==> src/dtc_pkg.sv <==
// Constants, types and register map of the dual timer/counter block.
// Function
// - Timer function counts every peripheral tick.
// - Counter samples pin, counts high-to-low pairs.
// - Counted edge appears next machine cycle.
// - Edge recognition takes two machine cycles.
// - Select bit picks timing or pin counting.
// - Gate bit adds high interrupt pin condition.
// - Mode is two low bits plus aux bit.
// - Mode 000 is prescaled thirteen-bit count.
// - Mode 001 is plain sixteen-bit count.
// - Mode 010 reloads low from high.
// - Timer zero split: low byte, high byte.
// - Timer one in split mode stops.
// - Mode 110 drives PWM on output pin.
// - Shared modes behave alike on both timers.
// - Optional output toggle on each timer's own overflow; split high byte overflow never toggles.
// - Thirteen-bit rollover sets the overflow flag.
// - PWM period 256, low time equals high byte, whole period at FF.
// - Toggle output starts high, needs timer function.
package dtc_pkg;
    // -----------------------------------------------------------------
    // Register indices; byte address is four times the index.
    // -----------------------------------------------------------------
    localparam int unsigned ADR_W = 10;
    localparam logic [7:0] IDX_MODE = 8'h89;
    localparam logic [7:0] IDX_AUX = 8'h8F;
    localparam logic [7:0] IDX_LO0 = 8'h8A;
    localparam logic [7:0] IDX_LO1 = 8'h8B;
    localparam logic [7:0] IDX_HI0 = 8'h8C;
    localparam logic [7:0] IDX_HI1 = 8'h8D;
    localparam logic [7:0] IDX_CTL = 8'h90;
    // -----------------------------------------------------------------
    // Field positions.
    // -----------------------------------------------------------------
    localparam int M_CT0 = 2;
    localparam int M_GT0 = 3;
    localparam int M_CT1 = 6;
    localparam int M_GT1 = 7;
    localparam int A_HI0 = 0;
    localparam int A_HI1 = 4;
    localparam int C_RUN0 = 0;
    localparam int C_RUN1 = 1;
    localparam int C_OVF0 = 2;
    localparam int C_OVF1 = 3;
    localparam int C_TOG0 = 4;
    localparam int C_TOG1 = 5;
    // -----------------------------------------------------------------
    // Reset values and timing.
    // -----------------------------------------------------------------
    localparam logic [7:0] MODE_RST = 8'h00;
    localparam logic [7:0] CNT_RST = 8'h00;
    localparam logic [1:0] OUT_RST = 2'b11;
    localparam int unsigned MC_CLKS = 2;
    // -----------------------------------------------------------------
    // Types.
    // -----------------------------------------------------------------
    typedef enum logic [2:0] {
        MD_PRE13 = 3'b000,
        MD_16 = 3'b001,
        MD_RLD = 3'b010,
        MD_SPLIT = 3'b011,
        MD_PWM = 3'b110
    } dtc_mode_t;
    // Pins from the outside: count inputs and external interrupt levels.
    typedef struct packed {
        logic [1:0] cnt;
        logic [1:0] irq;
    } dtc_pin_t;
    // Whole state of the block.
    typedef struct packed {
        logic mc;
        logic [7:0] mode_ctl;
        logic [1:0] aux_mode;
        logic [5:0] ctl;
        logic [7:0] lo0;
        logic [7:0] hi0;
        logic [7:0] lo1;
        logic [7:0] hi1;
        logic [1:0] smp;
        logic [1:0] pend;
        logic [1:0] tog;
        logic [1:0] pout;
        logic ack;
        logic [7:0] rdat;
    } dtc_state_t;
endpackage : dtc_pkg

==> src/dtc_top.sv <==
// Dual 16-bit timer/counter with a classic Wishbone register slave.
`timescale 1ns/100ps
module dtc_top (
    // Clock and reset.
    input wire logic CLK_SYS_I,
    input wire logic RST_I,
    // Wishbone slave.
    input wire logic WB_CYC_I,
    input wire logic WB_STB_I,
    input wire logic WB_WE_I,
    input wire logic [dtc_pkg::ADR_W-1:0] WB_ADR_I,
    input wire logic [3:0] WB_SEL_I,
    input wire logic [31:0] WB_DAT_I,
    output logic [31:0] WB_DAT_O,
    output logic WB_ACK_O,
    // Count and gate pins.
    input wire dtc_pkg::dtc_pin_t PIN_I,
    // Timer output pins.
    output logic [1:0] TOUT_O,
    output logic [1:0] TOUT_OE_O
);
    import dtc_pkg::*;

    // -----------------------------------------------------------------
    // Helper functions.
    // -----------------------------------------------------------------
    // Mode of timer n from the low pair and the auxiliary bit.
    function automatic logic [2:0] get_mode(input logic [7:0] mc,
                                            input logic [1:0] ax,
                                            input logic n);
        get_mode = n ? {ax[1], mc[5:4]} : {ax[0], mc[1:0]};
    endfunction

    // One count step shared by both timers: {overflow, high, low}.
    // Reserved codes simply hold, so a stray code cannot run away.
    function automatic logic [16:0] step(input logic [2:0] md,
                                         input logic [7:0] lo,
                                         input logic [7:0] hi,
                                         input logic en);
        logic [13:0] c13;
        logic [16:0] c16;
        c13 = {1'b0, hi, lo[4:0]} + 14'h0001;
        c16 = {1'b0, hi, lo} + 17'h0_0001;
        step = {1'b0, hi, lo};
        if (en) begin
            case (md)
                MD_PRE13: step = {c13[13], c13[12:5], lo[7:5], c13[4:0]};
                MD_16: step = c16;
                MD_RLD: step = (lo == 8'hFF) ? {1'b1, hi, hi} : {1'b0, hi, lo + 8'h01};
                MD_SPLIT: step = {(lo == 8'hFF), hi, lo + 8'h01};
                MD_PWM: step = {1'b0, hi, lo + 8'h01};
                default: step = {1'b0, hi, lo};
            endcase
        end
    endfunction

    // PWM level: low while the low count is below the high byte; always low at FF.
    function automatic logic pwm_lvl(input logic [7:0] lo, input logic [7:0] hi);
        if (hi == 8'h00) begin
            pwm_lvl = 1'b1;
        end else if (hi == 8'hFF) begin
            pwm_lvl = 1'b0;
        end else begin
            pwm_lvl = (lo >= hi);
        end
    endfunction

    // -----------------------------------------------------------------
    // State and decoded terms.
    // -----------------------------------------------------------------
    dtc_state_t s_reg; // Registered state.
    dtc_state_t s_next; // Next state.
    logic tick; // One machine cycle strobe, every second clock.
    logic [2:0] md0; // Mode of timer zero.
    logic [2:0] md1; // Mode of timer one.
    logic ct0; // Timer zero counts pin edges.
    logic ct1; // Timer one counts pin edges.
    logic gt0; // Timer zero gate enable.
    logic gt1; // Timer one gate enable.
    logic en0; // Timer zero step this cycle.
    logic en1; // Timer one step this cycle.
    logic enh; // Split high byte step this cycle.
    logic ovf0_ev; // Timer zero overflow event.
    logic ovf1_ev; // Timer one overflow event.
    logic ovfh_ev; // Split high byte overflow event.
    logic [16:0] r0; // Step result of timer zero.
    logic [16:0] r1; // Step result of timer one.
    logic req; // New bus request.
    logic wr; // Write on byte lane zero.
    logic [7:0] idx; // Register index.
    logic [7:0] wd; // Write data byte.
    logic [15:0] cnt0; // Timer zero as one word.
    logic [15:0] cnt1; // Timer one as one word.

    assign cnt0 = {s_reg.hi0, s_reg.lo0};
    assign cnt1 = {s_reg.hi1, s_reg.lo1};

    // -----------------------------------------------------------------
    // Next-state logic.
    // -----------------------------------------------------------------
    // Everything is computed here from the registered copy; the bus
    // write of a byte wins over a count step of that same byte.
    always_comb begin
        s_next = s_reg;
        tick = s_reg.mc;
        s_next.mc = ~s_reg.mc;
        idx = WB_ADR_I[9:2];
        wd = WB_DAT_I[7:0];
        req = WB_CYC_I && WB_STB_I && !s_reg.ack;
        wr = req && WB_WE_I && WB_SEL_I[0];
        md0 = get_mode(s_reg.mode_ctl, s_reg.aux_mode, 1'b0);
        md1 = get_mode(s_reg.mode_ctl, s_reg.aux_mode, 1'b1);
        ct0 = s_reg.mode_ctl[M_CT0];
        ct1 = s_reg.mode_ctl[M_CT1];
        gt0 = s_reg.mode_ctl[M_GT0];
        gt1 = s_reg.mode_ctl[M_GT1];
        // Sample the count pins once per machine cycle; a high sample
        // followed by a low one arms a step for the next cycle.
        if (tick) begin
            s_next.smp = PIN_I.cnt;
            s_next.pend = s_reg.smp & ~PIN_I.cnt;
        end
        // Enables: run, optional gate level, then tick or pin edge.
        en0 = tick && s_reg.ctl[C_RUN0] && (!gt0 || PIN_I.irq[0])
              && (ct0 ? s_reg.pend[0] : 1'b1);
        en1 = tick && s_reg.ctl[C_RUN1] && (!gt1 || PIN_I.irq[1])
              && (ct1 ? s_reg.pend[1] : 1'b1)
              && (md1 != MD_SPLIT);
        // The split high byte always times and borrows timer one's run.
        enh = tick && (md0 == MD_SPLIT) && s_reg.ctl[C_RUN1];
        r0 = step(md0, s_reg.lo0, s_reg.hi0, en0);
        r1 = step(md1, s_reg.lo1, s_reg.hi1, en1);
        ovf0_ev = r0[16];
        ovf1_ev = r1[16];
        ovfh_ev = enh && (s_reg.hi0 == 8'hFF);
        s_next.lo0 = r0[7:0];
        s_next.hi0 = enh ? s_reg.hi0 + 8'h01 : r0[15:8];
        s_next.lo1 = r1[7:0];
        s_next.hi1 = r1[15:8];
        // Bus writes to the count bytes override the step.
        if (wr) begin
            case (idx)
                IDX_MODE: s_next.mode_ctl = wd;
                IDX_AUX: s_next.aux_mode = {wd[A_HI1], wd[A_HI0]};
                IDX_LO0: s_next.lo0 = wd;
                IDX_HI0: s_next.hi0 = wd;
                IDX_LO1: s_next.lo1 = wd;
                IDX_HI1: s_next.hi1 = wd;
                IDX_CTL: s_next.ctl = wd[5:0];
                default: s_next.ctl = s_reg.ctl;
            endcase
        end
        // Overflow flags: a hardware set wins over a software clear.
        // In PWM mode the flag simply follows the PWM level.
        s_next.ctl[C_OVF0] = s_next.ctl[C_OVF0] | ovf0_ev;
        if (md0 == MD_PWM) begin
            s_next.ctl[C_OVF0] = pwm_lvl(s_reg.lo0, s_reg.hi0);
        end
        // With timer zero split, timer one loses its flag to the high byte.
        if (md0 == MD_SPLIT) begin
            s_next.ctl[C_OVF1] = s_next.ctl[C_OVF1] | ovfh_ev;
        end else begin
            s_next.ctl[C_OVF1] = s_next.ctl[C_OVF1] | ovf1_ev;
        end
        if (md1 == MD_PWM) begin
            s_next.ctl[C_OVF1] = pwm_lvl(s_reg.lo1, s_reg.hi1);
        end
        // Toggle outputs rest at one until enabled and overflowing.
        // Counter function blocks toggling, as the pin is then an input.
        if (!s_reg.ctl[C_TOG0] || ct0) begin
            s_next.tog[0] = 1'b1;
        end else if (ovf0_ev) begin
            s_next.tog[0] = ~s_reg.tog[0];
        end
        if (!s_reg.ctl[C_TOG1] || ct1) begin
            s_next.tog[1] = 1'b1;
        end else if (ovf1_ev) begin
            s_next.tog[1] = ~s_reg.tog[1];
        end
        // Pin level: PWM level in mode 110, else the toggle state.
        s_next.pout[0] = (md0 == MD_PWM) ? pwm_lvl(s_reg.lo0, s_reg.hi0) : s_reg.tog[0];
        s_next.pout[1] = (md1 == MD_PWM) ? pwm_lvl(s_reg.lo1, s_reg.hi1) : s_reg.tog[1];
        // Bus answer: one ack per request, read data from flops.
        // Unmapped indices read zero and ignore writes.
        s_next.ack = req;
        if (req) begin
            case (idx)
                IDX_MODE: s_next.rdat = s_reg.mode_ctl;
                IDX_AUX: s_next.rdat = {3'b000, s_reg.aux_mode[1], 3'b000, s_reg.aux_mode[0]};
                IDX_LO0: s_next.rdat = s_reg.lo0;
                IDX_HI0: s_next.rdat = s_reg.hi0;
                IDX_LO1: s_next.rdat = s_reg.lo1;
                IDX_HI1: s_next.rdat = s_reg.hi1;
                IDX_CTL: s_next.rdat = {2'b00, s_reg.ctl};
                default: s_next.rdat = 8'h00;
            endcase
        end
    end

    // -----------------------------------------------------------------
    // State register.
    // -----------------------------------------------------------------
    // Asynchronous reset loads constants only.
    always_ff @(posedge CLK_SYS_I or posedge RST_I) begin
        if (RST_I) begin
            s_reg <= '0;
            s_reg.mode_ctl <= MODE_RST;
            s_reg.lo0 <= CNT_RST;
            s_reg.hi0 <= CNT_RST;
            s_reg.lo1 <= CNT_RST;
            s_reg.hi1 <= CNT_RST;
            s_reg.tog <= OUT_RST;
            s_reg.pout <= OUT_RST;
        end else begin
            s_reg <= s_next;
        end
    end

    // -----------------------------------------------------------------
    // Outputs.
    // -----------------------------------------------------------------
    assign WB_ACK_O = s_reg.ack;
    assign WB_DAT_O = {24'h00_0000, s_reg.rdat};
    assign TOUT_O = s_reg.pout;
    // The pin is driven in PWM mode or while toggling is enabled with timer function.
    assign TOUT_OE_O[0] = (md0 == MD_PWM) || (s_reg.ctl[C_TOG0] && !ct0);
    assign TOUT_OE_O[1] = (md1 == MD_PWM) || (s_reg.ctl[C_TOG1] && !ct1);

    logic wr_any; // Any bus write in flight.
    assign wr_any = WB_CYC_I && WB_STB_I && WB_WE_I;
endmodule // dtc_top

==> config.mk <==
export PLATFORM = sky130hd
export DESIGN_NAME = dtc_top
export DESIGN_NICKNAME = d
export VERILOG_FILES = /design/src/dtc_pkg.sv /design/src/dtc_top.sv
export SDC_FILE = /design/constraint.sdc
export NUM_CORES = 1
export LEC_CHECK = 0
export ABC_AREA = 1
export BUFFER_PORTS_ARGS = -buffer_cell sky130_fd_sc_hd__buf_2
export CORE_MARGIN = 2
export CORE_UTILIZATION = 45
export CTS_CLUSTER_DIAMETER = 80
export DETAILED_ROUTE_END_ITERATION = 6
export PLACE_DENSITY = 0.66
export SLEW_MARGIN = 20
export SYNTH_ARGS = -nofsm -noshare
export SYNTH_HDL_FRONTEND = slang
export SYNTH_SLANG_ARGS = --single-unit
==> constraint.sdc <==
create_clock -name CLK_SYS_I -period 2.1 [get_ports CLK_SYS_I]
set_input_delay 0.105 -clock CLK_SYS_I [delete_from_list [all_inputs] [get_ports CLK_SYS_I]]
set_output_delay 0.105 -clock CLK_SYS_I [all_outputs]
set_load 0.05 [all_outputs]
Word-level counts from Yosys, hierarchy flattened

Index checks and enable logic that the tools add are counted.

Register bits: 66
Bits of input ports: 55

$add $sub $neg: 7
Magnitude comparators: 2
Equality and inequality tests: 20
Muxes and demuxes: 29
Bitwise operators: 8
Reduce and logical (&&, ||, !) cells: 38

Operators by type and width:

| operator                                      | count |
|---|---|
| case mux 17 bit (5 select lines)              | 2 |
| == test 8 bit, second input constant          | 11 |
| 2-to-1 mux 17 bit                             | 4 |
| case mux 8 bit (7 select lines)               | 1 |
| 2-to-1 mux 8 bit                              | 5 |
| 2-to-1 mux 36 bit                             | 1 |
| adder 16 x 1 -> 17 bit, second input constant | 2 |
| adder 13 x 1 -> 14 bit, second input constant | 2 |
| adder 8 x 1 -> 8 bit, second input constant   | 3 |
| greater-or-equal comparator 8 bit             | 2 |
| logical AND 1 bit                             | 16 |
| logical NOT 8 bit                             | 2 |
| 2-to-1 mux 1 bit                              | 15 |
| == test 3 x 2 -> 1 bit, second input constant | 4 |
| logical NOT 1 bit                             | 7 |
| == test 3 x 1 -> 1 bit, second input constant | 2 |
| == test 3 bit, second input constant          | 2 |
| logical NOT 3 bit                             | 2 |
| logical OR 1 bit                              | 6 |
| AND reduction 2 bit                           | 3 |
| 2-to-1 mux 4 bit                              | 1 |
| nonzero test 2 bit                            | 2 |
| != test 3 x 2 -> 1 bit, second input constant | 1 |
| NOT 1 bit                                     | 3 |
| 3 further kinds                               | 5 |

Longest topological paths before layout

Depth after elaboration: 11
Gate-level depth with buffers: 12

Worst setup path before layout

OpenSTA, ideal clock, no wires.

Path type: register to register
Start: register s_reg (netlist bit WB_ACK_O)
End: register s_reg (netlist bit cnt0[3])
Library setup time: 0.127 ns
Data arrival time: 1.548 ns
Slack: 0.425 ns
Cell stages (with the launch flop): 7
Path buffers: 0
Clock period less this slack: 1.675 ns
Cell sequence: dfrtp_1 nor2_2 nand3_4 nor3b_4 inv_2 o211ai_1 o21ai_1

RTL lines:

| item                   | line           | source |
|---|---|---|
| start, declared        | dtc_top.sv:71  | `dtc_state_t s_reg;` |
| start signal, assigned | dtc_top.sv:215 | `s_reg <= s_next;` |

==> impl_results.md <==
- Vias in the first global route: ~5200
- Asr flop ratio synth: 1.00
- Run status: finished, final reports clean
- Total GRT Usage: 0.288
- Grt ovf: 0
- Die area: 0.0135 mm^2
- Clk pin slew, worst setup/hold paths: approximately 60 ps
- Chip Height: around 120 um
- Post-Syn Area: 0.00568 mm^2
- Filler Cells Inserted: between 1000 and 1500
- Kind of critical path: reg2reg
- Place WS: between 200 and 250 ps
- P per Cell Area: between 400 and 500 mW/mm^2
- Drc violations: 0
- RePlAce Congestion: 1.01
- Hold wc startpoint: WB_DAT_I[0]
- Synth warn: 0
- Critical-path top delay cell: dfrtp_1
- CTS tree: done
- Via density: ~5.4
- Clk sinks: 66
- Final Hold Viols: 0
- Final #Nets: roughly 1000
- Initial Util: 0.456
- Flop2flop setup slack: between 150 and 200 ps
- H-tree Lvls: 3
- ANT cells: 0
- DRT antenna net count: 0
- Internal power: between 0.002 and 0.0025 W
- Post-layout instance area: about 0.0063 mm^2
- Sequential Power Share: 0.425
- Rows: 41
- Max Clk Rate: slightly above 0.5 GHz
- Critical Path RT: between 2000 and 2500 ps
- Sequential fraction of the synthesis area: 0.292
- Share of layout cells above drive strength 1: 0.140
- Relative slew margins: 0.656
- Cells along the critical path: ha_1, nand2_1, nor2_1, nand2_1, nand2_1, nand2_1, nand3_1, o21ai_1, nand2_1, nand3_1, nand2_1, inv_1
- Port Buf Inserts: 38
- Wire length per cell: between 15 and 20 um
- Initial antenna violation count: 0
- Worst-Margin Slew: about 520 ps
- Synth Flop Type: dfrtp_1
- Capture point of the worst reg-to-reg path: cnt1[3]
- Final min period: just under 2000 ps
- Clk Latency, worst-skew pair: around 350 ps
- CP Capture Type: flop
- Placed inst area: ~0.006 mm^2
- CP Launch Type: flop
- Max Clock Skew: 7.93 ps
- Fin crit share: 0.919
- Max cap viols: 0
- Critical path's top delay family: simple AND/OR/NAND/NOR gates
- CP dominant cell by count: nand2_1
- Worst vdd ir: 0.405 mV
- Number of cells after detailed placement: 1092
- Crit-path max cell delay: 400 ps
- P_leak: about 3.2 nW
- Non-filler cells, final: around 1100
- DRT Pass-1 Iters: 6
- Count of final max-slew check failures: 0
- Drt total wl: between 15000 and 20000 um
- Vias: roughly 6000
- Sw power: around 0.00092 W
- Setup_tns: 0 ps
- Bufs and invs on worst path: 1
- Hold Path Depth: 3
- Core Region: around 0.012 mm^2
- Logic gate share of total power: 0.118
- Min-Delay Endpoint: cnt0[8]
- Starting DRT DRC Count: 644
- CTS root buffer: clkbuf_16
- CTS buffer count: 9
- Clock network power share: 0.457
- R2R cell count: 12
- I/O pin cnt: between 90 and 100
- Die width: between 100 and 150 um
- Cell count after synthesis: 884
- Worst hold-check path type: in2reg
- Core Util, Final: 0.506
- Synthesized area per cell: around 6.4 um^2
- R2r startpoint: cnt1[0]
- Unrepaired setup endpoints after global routing: no
- Final WS setup: ~170 ps
- Count of cell types in the netlist: 40
- Synthesis-to-layout area growth: 11.1%
- Synth Register Bits: 66
- Worst Path Arrival: roughly 2200 ps
- First-pass GRT wire length: roughly 29000 um
- Sw frac: 0.292
- Post-synth EDFFs: 0
- Setup-failing EPs final: 0
- Clock Tree Buf Depth: 2
- Detailed placement HPWL: 14300 um
- Largest net degree at the start of global routing: between 60 and 70
- Worst-path fanout max: 6
## layout by cell type (no fill, tap or decap), types with 2 or more instances in the layout
master / n
ha_1: 20
dlygate4sd3_1: 3
clkinv_1: 3
dfstp_2: 4
nor2_1: 98
o21ai_0: 61
nand4_1: 11
nand3_4: 2
a31oi_1: 3
nor2_8: 2
clkbuf_1: 3
o22ai_1: 9
buf_2: 38
nand3_1: 79
nand3_2: 4
nand2_1: 242
conb_1: 24
a21oi_1: 44
buf_4: 21
nor4_1: 2
nor3_1: 7
o21ai_1: 19
o21a_1: 2
nand2_2: 8
o211ai_1: 9
clkinv_2: 2
nor2_2: 10
inv_1: 103
inv_2: 16
xor2_1: 3
dfrtp_1: 62
nor2_4: 5
clkbuf_16: 9
## stage by stage
stage          total power (W)  hold slack [ps]
3_3_place_gp           0.00171              218
3_5_place_dp           0.00172              218
6_report               0.00313             19.8
4_1_cts                0.00315             18.7
5_1_grt                0.00325             37.9
2_1_floorplan          0.00163              227
## metal layers
layer  GRT usage  wire length [um]
met4       0.102               527
met1       0.427              8590
met2       0.414              7980
met5           0                 0
met3      0.0560              1690
## cells by family after synthesis
kind of cell | synth area share
compound gates | 0.140
xor+xnor | 0.00617
fa+ha+maj | 0.0441
buf+inv | 0.141
flops | 0.292
mux | 0.00198
other cells | 0.000660
simple gates | 0.375
## cells in the mapped netlist, drive strengths merged (4+ instances only)
cell / number / area (um^2)
nor2: 115 / 527
nand2: 251 / 967
a21oi: 45 / 236
buf: 45 / 334
nor3: 8 / 45.0
ha: 20 / 250
inv: 119 / 447
o22ai: 9 / 56.3
o211ai: 9 / 67.6
nand4: 12 / 81.3
o21ai: 80 / 400
dfstp: 4 / 105
nand3: 85 / 470
dfrtp: 62 / 1550
## how the worst max path moves through the flow
stage                     cells past startpoint    start  endpoint
after CTS                                    11  cnt1[0]   cnt1[2]
after global placement                       11  cnt1[0]   cnt1[2]
after detailed placement                     11  cnt1[0]   cnt1[2]
after global routing                         11  cnt1[0]   cnt1[2]
after floorplan                               1    RST_I  WB_ACK_O
final                                        12  cnt1[0]   cnt1[3]
## repair_timing
action | 4_1_cts | 5_1_grt
endpoints found under the setup margin | 0 | 1
setup buffers | 0 | 0
gates resized for setup | 0 | 1
hold buffers | 3 | 0
hold endpoints to repair | 64 | 0
## power groups by stage
stage | clock network [W] | registers [W] | logic [W]
final | 0.00143 | 0.00133 | 0.000369
after global routing | 0.00151 | 0.00133 | 0.000408
after CTS | 0.00146 | 0.00133 | 0.000368
after detailed placement | 0 | 0.00135 | 0.000363
after global placement | 0 | 0.00135 | 0.000361
after floorplan | 0 | 0.00135 | 0.000285
## worst register-to-register path, cell delays in order, from the launching register on
cell,delay [ps]
dfrtp_1,400
ha_1,210
nand2_1,80
nor2_1,220
nand2_1,210
nand2_1,150
nand2_1,140
nand3_1,100
o21ai_1,60
nand2_1,60
nand3_1,60
nand2_1,70
inv_1,40
## area by class of cell
| type | instances | area (um^2) | area share |
|---|---|---|---|
| Multi-Input combinational cell | 672 | 3310 | 0.525 |
| Clock inverter | 3 | 17.5 | 0.00278 |
| Tap cell | 172 | 215 | 0.0341 |
| Sequential cell | 66 | 1660 | 0.263 |
| Inverter | 122 | 458 | 0.0726 |
| Timing Repair Buffer | 63 | 398 | 0.0631 |
| Clock buffer | 13 | 250 | 0.0397 |
Note: power is estimated with default switching activity, not from simulation.
